==> src/acg_cfg.svh <==
// constants of the calibration and gpio register bank and its spi link
`ifndef ACG_CFG_SVH
`define ACG_CFG_SVH

// ----------------------------------------------------------------
// register addresses of the device
// ----------------------------------------------------------------
`define ACG_ADDR_OFS_LO  5'h0B
`define ACG_ADDR_OFS_HI  5'h0C
`define ACG_ADDR_RSVD    5'h0D
`define ACG_ADDR_GAIN_LO 5'h0E
`define ACG_ADDR_GAIN_HI 5'h0F
`define ACG_ADDR_GPIO_LD 5'h10
`define ACG_ADDR_GPIO_FS 5'h11

// ----------------------------------------------------------------
// reset values and fields
// ----------------------------------------------------------------
`define ACG_RST_ZERO     8'h00
`define ACG_RST_GAIN_HI  8'h40
`define ACG_NIB_ZERO     4'h0
`define ACG_DIR_HI       7
`define ACG_DIR_LO       4
`define ACG_LVL_HI       3
`define ACG_LVL_LO       0

// ----------------------------------------------------------------
// spi frame: command byte then data byte, msb first
// ----------------------------------------------------------------
`define ACG_CMD_WR_BIT   7
`define ACG_ADDR_HI      4
`define ACG_CMD_LAST     4'h7
`define ACG_FRAME_LAST   4'hF
`define ACG_BIT_ONE      4'h1

// ----------------------------------------------------------------
// link timing
// ----------------------------------------------------------------
`define ACG_SYS_CLK_NS   8
`define ACG_SCLK_HALF_NS 80
`define ACG_HALF_CYC     ((`ACG_SCLK_HALF_NS + `ACG_SYS_CLK_NS - 1) / `ACG_SYS_CLK_NS)

// ----------------------------------------------------------------
// host wishbone registers and fields
// ----------------------------------------------------------------
`define ACG_WB_CTRL      4'h0
`define ACG_WB_STAT      4'h4
`define ACG_CTRL_START   0
`define ACG_CTRL_WRITE   1
`define ACG_CTRL_ADDR_HI 12
`define ACG_CTRL_ADDR_LO 8
`define ACG_CTRL_DAT_HI  23
`define ACG_CTRL_DAT_LO  16
`define ACG_WORD_ZERO    32'h0000_0000
`define ACG_CNT_ONE      8'h01
`define ACG_CNT_ZERO     8'h00

`endif

==> src/acg_pkg.sv <==
// types shared by both ends of the register bank link
package acg_pkg;

    // ------------------------------------------------------------
    // device frame states, gray along idle-cmd-data-done
    // ------------------------------------------------------------
    typedef enum logic [1:0] {
        ACG_DEV_IDLE = 2'h0,
        ACG_DEV_CMD  = 2'h1,
        ACG_DEV_DATA = 2'h3,
        ACG_DEV_DONE = 2'h2
    } acg_dev_state_t;

    // ------------------------------------------------------------
    // host transfer states, gray along idle-lead-shift-trail
    // ------------------------------------------------------------
    typedef enum logic [1:0] {
        ACG_HST_IDLE  = 2'h0,
        ACG_HST_LEAD  = 2'h1,
        ACG_HST_SHIFT = 2'h3,
        ACG_HST_TRAIL = 2'h2
    } acg_hst_state_t;

    typedef struct packed {
        acg_dev_state_t  st;
        logic [2:0]      sclk_s;
        logic [2:0]      cs_s;
        logic [2:0]      mosi_s;
        logic            sclk_f;
        logic            cs_f;
        logic            mosi_f;
        logic [3:0][2:0] gpio_s;
        logic [3:0]      gpio_f;
        logic [3:0]      bit_cnt;
        logic [7:0]      cmd;
        logic [7:0]      rx;
        logic [7:0]      tx;
        logic            miso;
        logic [7:0]      ofs_lo;
        logic [7:0]      ofs_hi;
        logic [7:0]      gain_lo;
        logic [7:0]      gain_hi;
        logic [7:0]      gpio_ld;
        logic [7:0]      gpio_fs;
    } acg_dev_st_t;

    typedef struct packed {
        acg_hst_state_t  st;
        logic [7:0]      cnt;
        logic [3:0]      bit_cnt;
        logic            sclk;
        logic            cs_n;
        logic            mosi;
        logic [15:0]     tx;
        logic [7:0]      rx;
        logic [2:0]      miso_s;
        logic            miso_f;
        logic            done;
        logic            ack;
        logic [31:0]     dat;
    } acg_hst_st_t;

endpackage

==> src/acg_spi_if.sv <==
// spi mode 1 link between the host controller and the register bank
`timescale 1ns/1ps
interface acg_spi_if;
    logic sclk;
    logic cs_n;
    logic mosi;
    logic serial_out_ready_pin;

    modport dev (
        input  sclk,
        input  cs_n,
        input  mosi,
        output serial_out_ready_pin
    );

    modport host (
        output sclk,
        output cs_n,
        output mosi,
        input  serial_out_ready_pin
    );
endinterface

==> src/acg_dev.sv <==
// calibration and gpio register bank reached over a spi mode 1 link
`timescale 1ns/1ps
`include "acg_cfg.svh"

module acg_dev #(
    parameter bit SIX_CHAN = 1'b0
) (
    // clock and reset
    input  wire logic        sys_clk_in,
    input  wire logic        reset_n_in,
    // spi link
    acg_spi_if.dev           link,
    // calibration values
    output logic [15:0]      offset_cal_value_out,
    output logic [15:0]      gain_cal_value_out,
    // gpio pins
    input  wire logic [3:0]  gpio_in,
    output logic [3:0]       gpio_out,
    output logic [3:0]       gpio_oe_out
);
    import acg_pkg::*;

    acg_pkg::acg_dev_st_t st_ff;
    acg_pkg::acg_dev_st_t nxt_st;

    logic       sclk_new;
    logic       cs_new;
    logic       sclk_rise;
    logic       sclk_fall;
    logic [7:0] rx_full;
    logic [4:0] addr;

    // ------------------------------------------------------------
    // helpers
    // ------------------------------------------------------------
    // a change counts only once stages two and three agree
    function automatic logic flt(input logic [2:0] s, input logic old);
        flt = (s[1] == s[2]) ? s[2] : old;
    endfunction

    function automatic logic [7:0] rd_reg(input acg_pkg::acg_dev_st_t s,
                                          input logic [4:0] a);
        logic [3:0] lvl;
        lvl    = `ACG_NIB_ZERO;
        rd_reg = `ACG_RST_ZERO;
        for (int i = 0; i < 4; i++) begin
            if (s.gpio_fs[i] && s.gpio_ld[`ACG_DIR_LO + i]) begin
                lvl[i] = s.gpio_f[i];
            end else if (SIX_CHAN && !s.gpio_fs[i]) begin
                lvl[i] = 1'b0;
            end else begin
                lvl[i] = s.gpio_ld[`ACG_LVL_LO + i];
            end
        end
        case (a)
            `ACG_ADDR_OFS_LO:  rd_reg = s.ofs_lo;
            `ACG_ADDR_OFS_HI:  rd_reg = s.ofs_hi;
            `ACG_ADDR_RSVD:    rd_reg = `ACG_RST_ZERO;
            `ACG_ADDR_GAIN_LO: rd_reg = s.gain_lo;
            `ACG_ADDR_GAIN_HI: rd_reg = s.gain_hi;
            `ACG_ADDR_GPIO_LD: rd_reg = {s.gpio_ld[`ACG_DIR_HI:`ACG_DIR_LO], lvl};
            `ACG_ADDR_GPIO_FS: rd_reg = {`ACG_NIB_ZERO, s.gpio_fs[`ACG_LVL_HI:0]};
            default:           rd_reg = `ACG_RST_ZERO;
        endcase
    endfunction

    // ------------------------------------------------------------
    // next state
    // ------------------------------------------------------------
    always_comb begin
        nxt_st = st_ff;

        // input synchronisers, first stage feeds only the second
        nxt_st.sclk_s = {st_ff.sclk_s[1:0], link.sclk};
        nxt_st.cs_s   = {st_ff.cs_s[1:0], link.cs_n};
        nxt_st.mosi_s = {st_ff.mosi_s[1:0], link.mosi};
        for (int i = 0; i < 4; i++) begin
            nxt_st.gpio_s[i] = {st_ff.gpio_s[i][1:0], gpio_in[i]};
            nxt_st.gpio_f[i] = flt(st_ff.gpio_s[i], st_ff.gpio_f[i]);
        end

        sclk_new      = flt(st_ff.sclk_s, st_ff.sclk_f);
        cs_new        = flt(st_ff.cs_s, st_ff.cs_f);
        nxt_st.sclk_f = sclk_new;
        nxt_st.cs_f   = cs_new;
        nxt_st.mosi_f = flt(st_ff.mosi_s, st_ff.mosi_f);

        // mode 1: clock idles low, launch on rise, sample on fall
        sclk_rise = sclk_new && !st_ff.sclk_f;
        sclk_fall = !sclk_new && st_ff.sclk_f;
        rx_full   = {st_ff.rx[6:0], st_ff.mosi_f};
        addr      = st_ff.cmd[`ACG_ADDR_HI:0];

        if (cs_new) begin
            // deselected: frame aborted, output parked low
            nxt_st.st      = ACG_DEV_IDLE;
            nxt_st.bit_cnt = `ACG_NIB_ZERO;
            nxt_st.miso    = 1'b0;
        end else begin
            case (st_ff.st)
                ACG_DEV_IDLE: begin
                    nxt_st.st      = ACG_DEV_CMD;
                    nxt_st.bit_cnt = `ACG_NIB_ZERO;
                    nxt_st.miso    = 1'b0;
                end
                ACG_DEV_CMD: begin
                    if (sclk_rise) begin
                        nxt_st.miso = 1'b0;
                    end
                    if (sclk_fall) begin
                        nxt_st.rx      = rx_full;
                        nxt_st.bit_cnt = st_ff.bit_cnt + `ACG_BIT_ONE;
                        if (st_ff.bit_cnt == `ACG_CMD_LAST) begin
                            nxt_st.cmd = rx_full;
                            nxt_st.tx  = rd_reg(st_ff, rx_full[`ACG_ADDR_HI:0]);
                            nxt_st.st  = ACG_DEV_DATA;
                        end
                    end
                end
                ACG_DEV_DATA: begin
                    if (sclk_rise) begin
                        nxt_st.miso = st_ff.tx[7];
                        nxt_st.tx   = {st_ff.tx[6:0], 1'b0};
                    end
                    if (sclk_fall) begin
                        nxt_st.rx      = rx_full;
                        nxt_st.bit_cnt = st_ff.bit_cnt + `ACG_BIT_ONE;
                        if (st_ff.bit_cnt == `ACG_FRAME_LAST) begin
                            nxt_st.st = ACG_DEV_DONE;
                            if (st_ff.cmd[`ACG_CMD_WR_BIT]) begin
                                case (addr)
                                    `ACG_ADDR_OFS_LO:  nxt_st.ofs_lo  = rx_full;
                                    `ACG_ADDR_OFS_HI:  nxt_st.ofs_hi  = rx_full;
                                    `ACG_ADDR_GAIN_LO: nxt_st.gain_lo = rx_full;
                                    `ACG_ADDR_GAIN_HI: nxt_st.gain_hi = rx_full;
                                    `ACG_ADDR_GPIO_LD: nxt_st.gpio_ld = rx_full;
                                    `ACG_ADDR_GPIO_FS: begin
                                        // upper nibble is read only
                                        nxt_st.gpio_fs = {`ACG_NIB_ZERO,
                                                          rx_full[`ACG_LVL_HI:0]};
                                    end
                                    default: begin
                                        // reserved and unmapped writes dropped
                                        nxt_st.gpio_fs = st_ff.gpio_fs;
                                    end
                                endcase
                            end
                        end
                    end
                end
                ACG_DEV_DONE: begin
                    // extra clocks after a full frame shift nothing
                    if (sclk_rise) begin
                        nxt_st.miso = 1'b0;
                    end
                end
                default: begin
                    nxt_st.st = ACG_DEV_IDLE;
                end
            endcase
        end

        if (!reset_n_in) begin
            nxt_st         = '0;
            nxt_st.st      = ACG_DEV_IDLE;
            nxt_st.cs_s    = 3'h7;
            nxt_st.cs_f    = 1'b1;
            nxt_st.ofs_lo  = `ACG_RST_ZERO;
            nxt_st.ofs_hi  = `ACG_RST_ZERO;
            nxt_st.gain_lo = `ACG_RST_ZERO;
            nxt_st.gain_hi = `ACG_RST_GAIN_HI;
            nxt_st.gpio_ld = `ACG_RST_ZERO;
            nxt_st.gpio_fs = `ACG_RST_ZERO;
        end
    end

    // ------------------------------------------------------------
    // state register
    // ------------------------------------------------------------
    always_ff @(posedge sys_clk_in) begin
        st_ff <= nxt_st;
    end

    // ------------------------------------------------------------
    // outputs
    // ------------------------------------------------------------
    assign link.serial_out_ready_pin = st_ff.miso;
    assign offset_cal_value_out      = {st_ff.ofs_hi, st_ff.ofs_lo};
    assign gain_cal_value_out        = {st_ff.gain_hi, st_ff.gain_lo};
    assign gpio_out                  = st_ff.gpio_ld[`ACG_LVL_HI:`ACG_LVL_LO];
    // analog pins and inputs never drive
    assign gpio_oe_out = st_ff.gpio_fs[`ACG_LVL_HI:0]
                       & ~st_ff.gpio_ld[`ACG_DIR_HI:`ACG_DIR_LO];

endmodule // acg_dev

==> src/flat_wrapper.sv <==
// flat-port wrapper written by rule: the top's interface ports become plain ports
module acg_dev_flat import acg_pkg::*;
#(
    parameter bit SIX_CHAN = 1'b0
)
  (sys_clk_in, reset_n_in, offset_cal_value_out, gain_cal_value_out, gpio_in, gpio_out, gpio_oe_out, link_sclk, link_cs_n, link_mosi, link_serial_out_ready_pin);
  acg_spi_if link_i ();
  input  wire logic sys_clk_in;
  input  wire logic reset_n_in;
  output logic [15:0] offset_cal_value_out;
  output logic [15:0] gain_cal_value_out;
  input  wire logic [3:0] gpio_in;
  output logic [3:0] gpio_out;
  output logic [3:0] gpio_oe_out;
  input wire logic [$bits(link_i.sclk)-1:0] link_sclk;
  input wire logic [$bits(link_i.cs_n)-1:0] link_cs_n;
  input wire logic [$bits(link_i.mosi)-1:0] link_mosi;
  output wire logic [$bits(link_i.serial_out_ready_pin)-1:0] link_serial_out_ready_pin;
  assign link_i.sclk = link_sclk;
  assign link_i.cs_n = link_cs_n;
  assign link_i.mosi = link_mosi;
  assign link_serial_out_ready_pin = link_i.serial_out_ready_pin;
  acg_dev #(.SIX_CHAN(SIX_CHAN)) u_core (.sys_clk_in(sys_clk_in), .reset_n_in(reset_n_in), .link(link_i), .offset_cal_value_out(offset_cal_value_out), .gain_cal_value_out(gain_cal_value_out), .gpio_in(gpio_in), .gpio_out(gpio_out), .gpio_oe_out(gpio_oe_out));
endmodule
==> config.mk <==
export PLATFORM = sky130hd
export DESIGN_NAME = acg_dev_flat
export DESIGN_NICKNAME = d
export VERILOG_FILES = /design/src/acg_pkg.sv /design/src/acg_spi_if.sv /design/src/acg_dev.sv /design/src/flat_wrapper.sv
export VERILOG_INCLUDE_DIRS = /design/src
export SDC_FILE = /design/constraint.sdc
export NUM_CORES = 1
export LEC_CHECK = 0
export BUFFER_PORTS_ARGS = -buffer_cell sky130_fd_sc_hd__buf_2
export CORE_ASPECT_RATIO = 1.4
export CORE_MARGIN = 4
export CORE_UTILIZATION = 40
export CTS_CLUSTER_DIAMETER = 200
export DETAILED_ROUTE_END_ITERATION = 12
export HOLD_SLACK_MARGIN = 0.05
export RECOVER_POWER = 100
export SYNTH_ARGS = -nofsm -noshare
export SYNTH_HDL_FRONTEND = slang
export SYNTH_SLANG_ARGS = --single-unit
==> constraint.sdc <==
create_clock -name sys_clk_in -period 3.4 [get_ports sys_clk_in]
set_clock_uncertainty 0.2 [all_clocks]
set_input_delay 0.17 -clock sys_clk_in [delete_from_list [all_inputs] [get_ports sys_clk_in]]
set_output_delay 0.17 -clock sys_clk_in [all_outputs]
set_load 0.02 [all_outputs]
==> flow_summary.ini <==
[outcome]
status = finished, violations left
violations = max-capacitance violations, max-slew violations

[sta]
fin_crit_ns = 2.90
tightest_slew_ns = 1.57
hold_viol = 0
relSlewSlack = -0.0498
finalSetupViolCount = 0
post-route-period-util = 0.854
rsz0062_at_grt = no
setup_tns_ns = 0
max_freq_ghz = 0.344
drv_slew = 39

[die]
io_pins = 50
core_sq_um = 11000
row_count = 45
die_y_um = 134
initial_core_util = 0.413
die_x_um = 98.0
dieArea_sq_um = 13100

[synth]
synth_top_area_frac = 0.441
synth-async-reset-ratio = 0
synthFlopType = dfxtp_1
ys_seq_elements = 100
netlist_area_sq_um = 4540
ys_warn_count = 0
syn_avg_cell_area_sq_um = 9.32
synth.area.top_cells = dfxtp_1 (44%), buf_4 (6.1%), mux2i_1 (5.1%)
synth_edf_count = 0
ys_seq_area_frac = 0.441
synth_cell_types = 57
synthesis.nets = 501
syn_inst = 487
yosys.area.top_type = dfxtp_1

[global_routing]
antenna_found_initial = 0
grt_use_met2 = 0.259
grt_max_degree = 67
use_met3 = 0.0338
track_usage = 0.155
grt-busiest-layer = met2
gr-usage-met1 = 0.193
grt_pass1_vias = 3125
globalRouteOverflowTotal = 0
grt_first_pass_wirelength_um = 16300

[place]
place_hpwl_um = 7270
placed_area_sq_um = 4570
gp_congestion = 0.789
io_buffers = 49

[worst_setup_path]
cp-endpoint = u_core.rx_full[3]$_SDFFE_PN0P_
worstPathRequired_ns = 3.43
rrSetupSlack_ns = 0.50
r2r_end = u_core.rx_full[3]$_SDFFE_PN0P_
path_cells = ha_1, nor2_1, nor3_1, mux2i_1, nor2b_1
worst_ep_arrival_time_ns = 2.93
critPathMaxFanout = 16
crit_path_start_kind = register
max_stage_delay_ns = 1.04
end_kind = register
ff2ff_path_depth = 5
criticalPathCategory = reg -> reg
critPathLaunch = u_core.st_ff[105]$_SDFFE_PP0P_
r2r_start = u_core.st_ff[105]$_SDFFE_PP0P_
slowest_stage = nor3_1

[route]
drc = 0
via_per_inst = 5.22
vias = 3340
first_pass_iters = 4
wl_per_cell_um = 15.8
antenna_left = 0
wl_um = 10100
drt_iter0_markers = 117

[cells_and_area]
final_nets = 508
regArea_sq_um = 2000
area_growth_pct = 6.53
final_layout_size_suffix_gt1_frac = 0.100
multi_input_area_sq_um = 2050
post-route-util = 0.440
fillCellCount = 1114
final_area_sq_um = 4840
diodes = 0

[hold_path]
hold_path_class = reg -> reg

[power_and_ir_drop]
power-per-cell-area_nw_per_um2 = 460
p_leak_nw = 1.53
peakVddDrop_uv = 325

[clocking]
clk_latency_ns = 0.34
clockRootBuffer = clkbuf_16
cts.sinks = 100
clk_pin_slew_ns = 0.07
cts_resized = 0
htree_num_levels = 3
cts_made_buffers = 9
clk_path_buf_depth = 2
cts_tree = built

[flow_run]
maxCapViolCount = 1
==> layer usage <==
| metal | vias to the layer above | part of all wire |
|---|---|---|
| li1 | 1693 | - |
| met1 | 1564 | 0.45 |
| met2 | 64 | 0.48 |
| met3 | 19 | 0.032 |
| met4 | 0 | 0.034 |
| met5 | - | 0 |
==> worst min path at each step <==
| stage | start | end | slack, ns | cells after the start |
|---|---|---|---|---|
| CTS | reset_n_in | u_core.st_ff[101]$_SDFF_PN1_ | 0.14 | 2 |
| global route | u_core.st_ff[99]$_SDFF_PN1_ | u_core.st_ff[100]$_SDFF_PN1_ | 0.24 | 1 |
| floorplan | link_cs_n | u_core.st_ff[99]$_SDFF_PN1_ | 0.07 | 1 |
| finish | u_core.st_ff[99]$_SDFF_PN1_ | u_core.st_ff[100]$_SDFF_PN1_ | 0.23 | 1 |
| global placement | link_cs_n | u_core.st_ff[99]$_SDFF_PN1_ | 0.17 | 2 |
| detailed placement | link_cs_n | u_core.st_ff[99]$_SDFF_PN1_ | 0.16 | 2 |
==> worst max-delay path, delay by kind of cell (launching register included) <==
family                   cells  cell delay, ns
adder cells (fa/ha/maj)      1            0.52
flip-flops                   1            0.42
multiplexers                 1            0.28
AND/OR/NAND/NOR              3            1.38
==> synthesized netlist by cell type, types with 4 or more instances <==
cell type,count
nand3b_1,4
buf_1,5
nand2_1,42
o21ai_0,27
clkbuf_1,12
and2_1,19
ha_1,5
nand3_1,43
a31oi_1,5
o21ai_2,9
buf_4,37
mux2_2,4
buf_6,6
a22oi_1,4
nand3_2,7
o21ai_1,23
a21oi_1,7
a32oi_1,4
nor2_1,14
o21a_1,4
dfxtp_1,100
a221oi_1,4
inv_1,4
mux2i_1,23
nor3_1,4
a21boi_0,6
nand2b_1,6
nor2b_1,19
==> layout make-up <==
cell class | count | area share
clock buffers | 11 | 0.0523
repair buffers | 58 | 0.0600
well taps | 141 | 0.0365
multi-input cells | 320 | 0.425
clock inverters | 5 | 0.00880
inverters | 5 | 0.00388
flip-flops and latches | 100 | 0.414
==> cell usage in the layout, fill, tap and decap left out, types with 3 or more instances in the layout <==
master,instances
nand4_1,3
a21boi_0,6
dlygate4sd3_1,7
buf_2,7
a21oi_1,7
mux2_2,4
mux2i_1,23
clkbuf_16,9
o21ai_2,3
nor2b_1,19
dfxtp_1,100
nand3_2,6
nor3_1,5
and2_1,19
inv_1,4
or2_2,3
nor2_1,15
o21a_1,4
nand3b_1,4
a32oi_1,4
nand2_1,44
a221oi_1,4
nand2b_1,6
clkbuf_1,42
ha_1,5
o21ai_0,54
a31oi_1,5
a22oi_1,4
nand3_1,44
==> flip-flops by register name, indices dropped and copies added, names as in the netlist <==
name	flops
u_core.addr	5
u_core.gain_cal_value_out	16
u_core.gpio_out	4
u_core.link.serial_out_ready_pin	1
u_core.offset_cal_value_out	16
u_core.rx_full	8
u_core.st_ff	50
==> logic make-up after synthesis <==
| kind of cell | count (synthesis) | share of synthesized area |
|---|---|---|
| and+or+nand+nor | 183 | 0.235 |
| AOI/OAI and AO/OA | 104 | 0.151 |
| DFF | 100 | 0.441 |
| buffers and inverters | 67 | 0.0965 |
| muxes | 27 | 0.0606 |
| adders and majority gates | 6 | 0.0163 |
==> stage by stage <==
step	total power [W]	std cells	setup WS, ns	hold slack, ns
final	0.00223	640	0.496	0.226
after global routing	0.00231	640	0.247	0.243
after CTS	0.00225	640	0.696	0.142
after detailed placement	0.00125	617	0.702	0.156
after global placement	0.00125	617	0.835	0.165
after floorplan	0.00124	487	1.35	0.0715
==> power by group <==
| part | internal, W | total [W] | switching, W | leakage (nW) |
|---|---|---|---|---|
| clock network | 0.000546 | 0.000997 | 0.000452 | 0.148 |
| registers | 0.00118 | 0.00119 | 0.00000457 | 0.809 |
| logic | 0.0000197 | 0.0000424 | 0.0000227 | 0.574 |
==> timing repair <==
action | CTS | global route
hold endpoints to repair | 7 | 0
buffers inserted | 0 | 0
hold buffers | 7 | 0
Power figures use the tool's default switching activity.
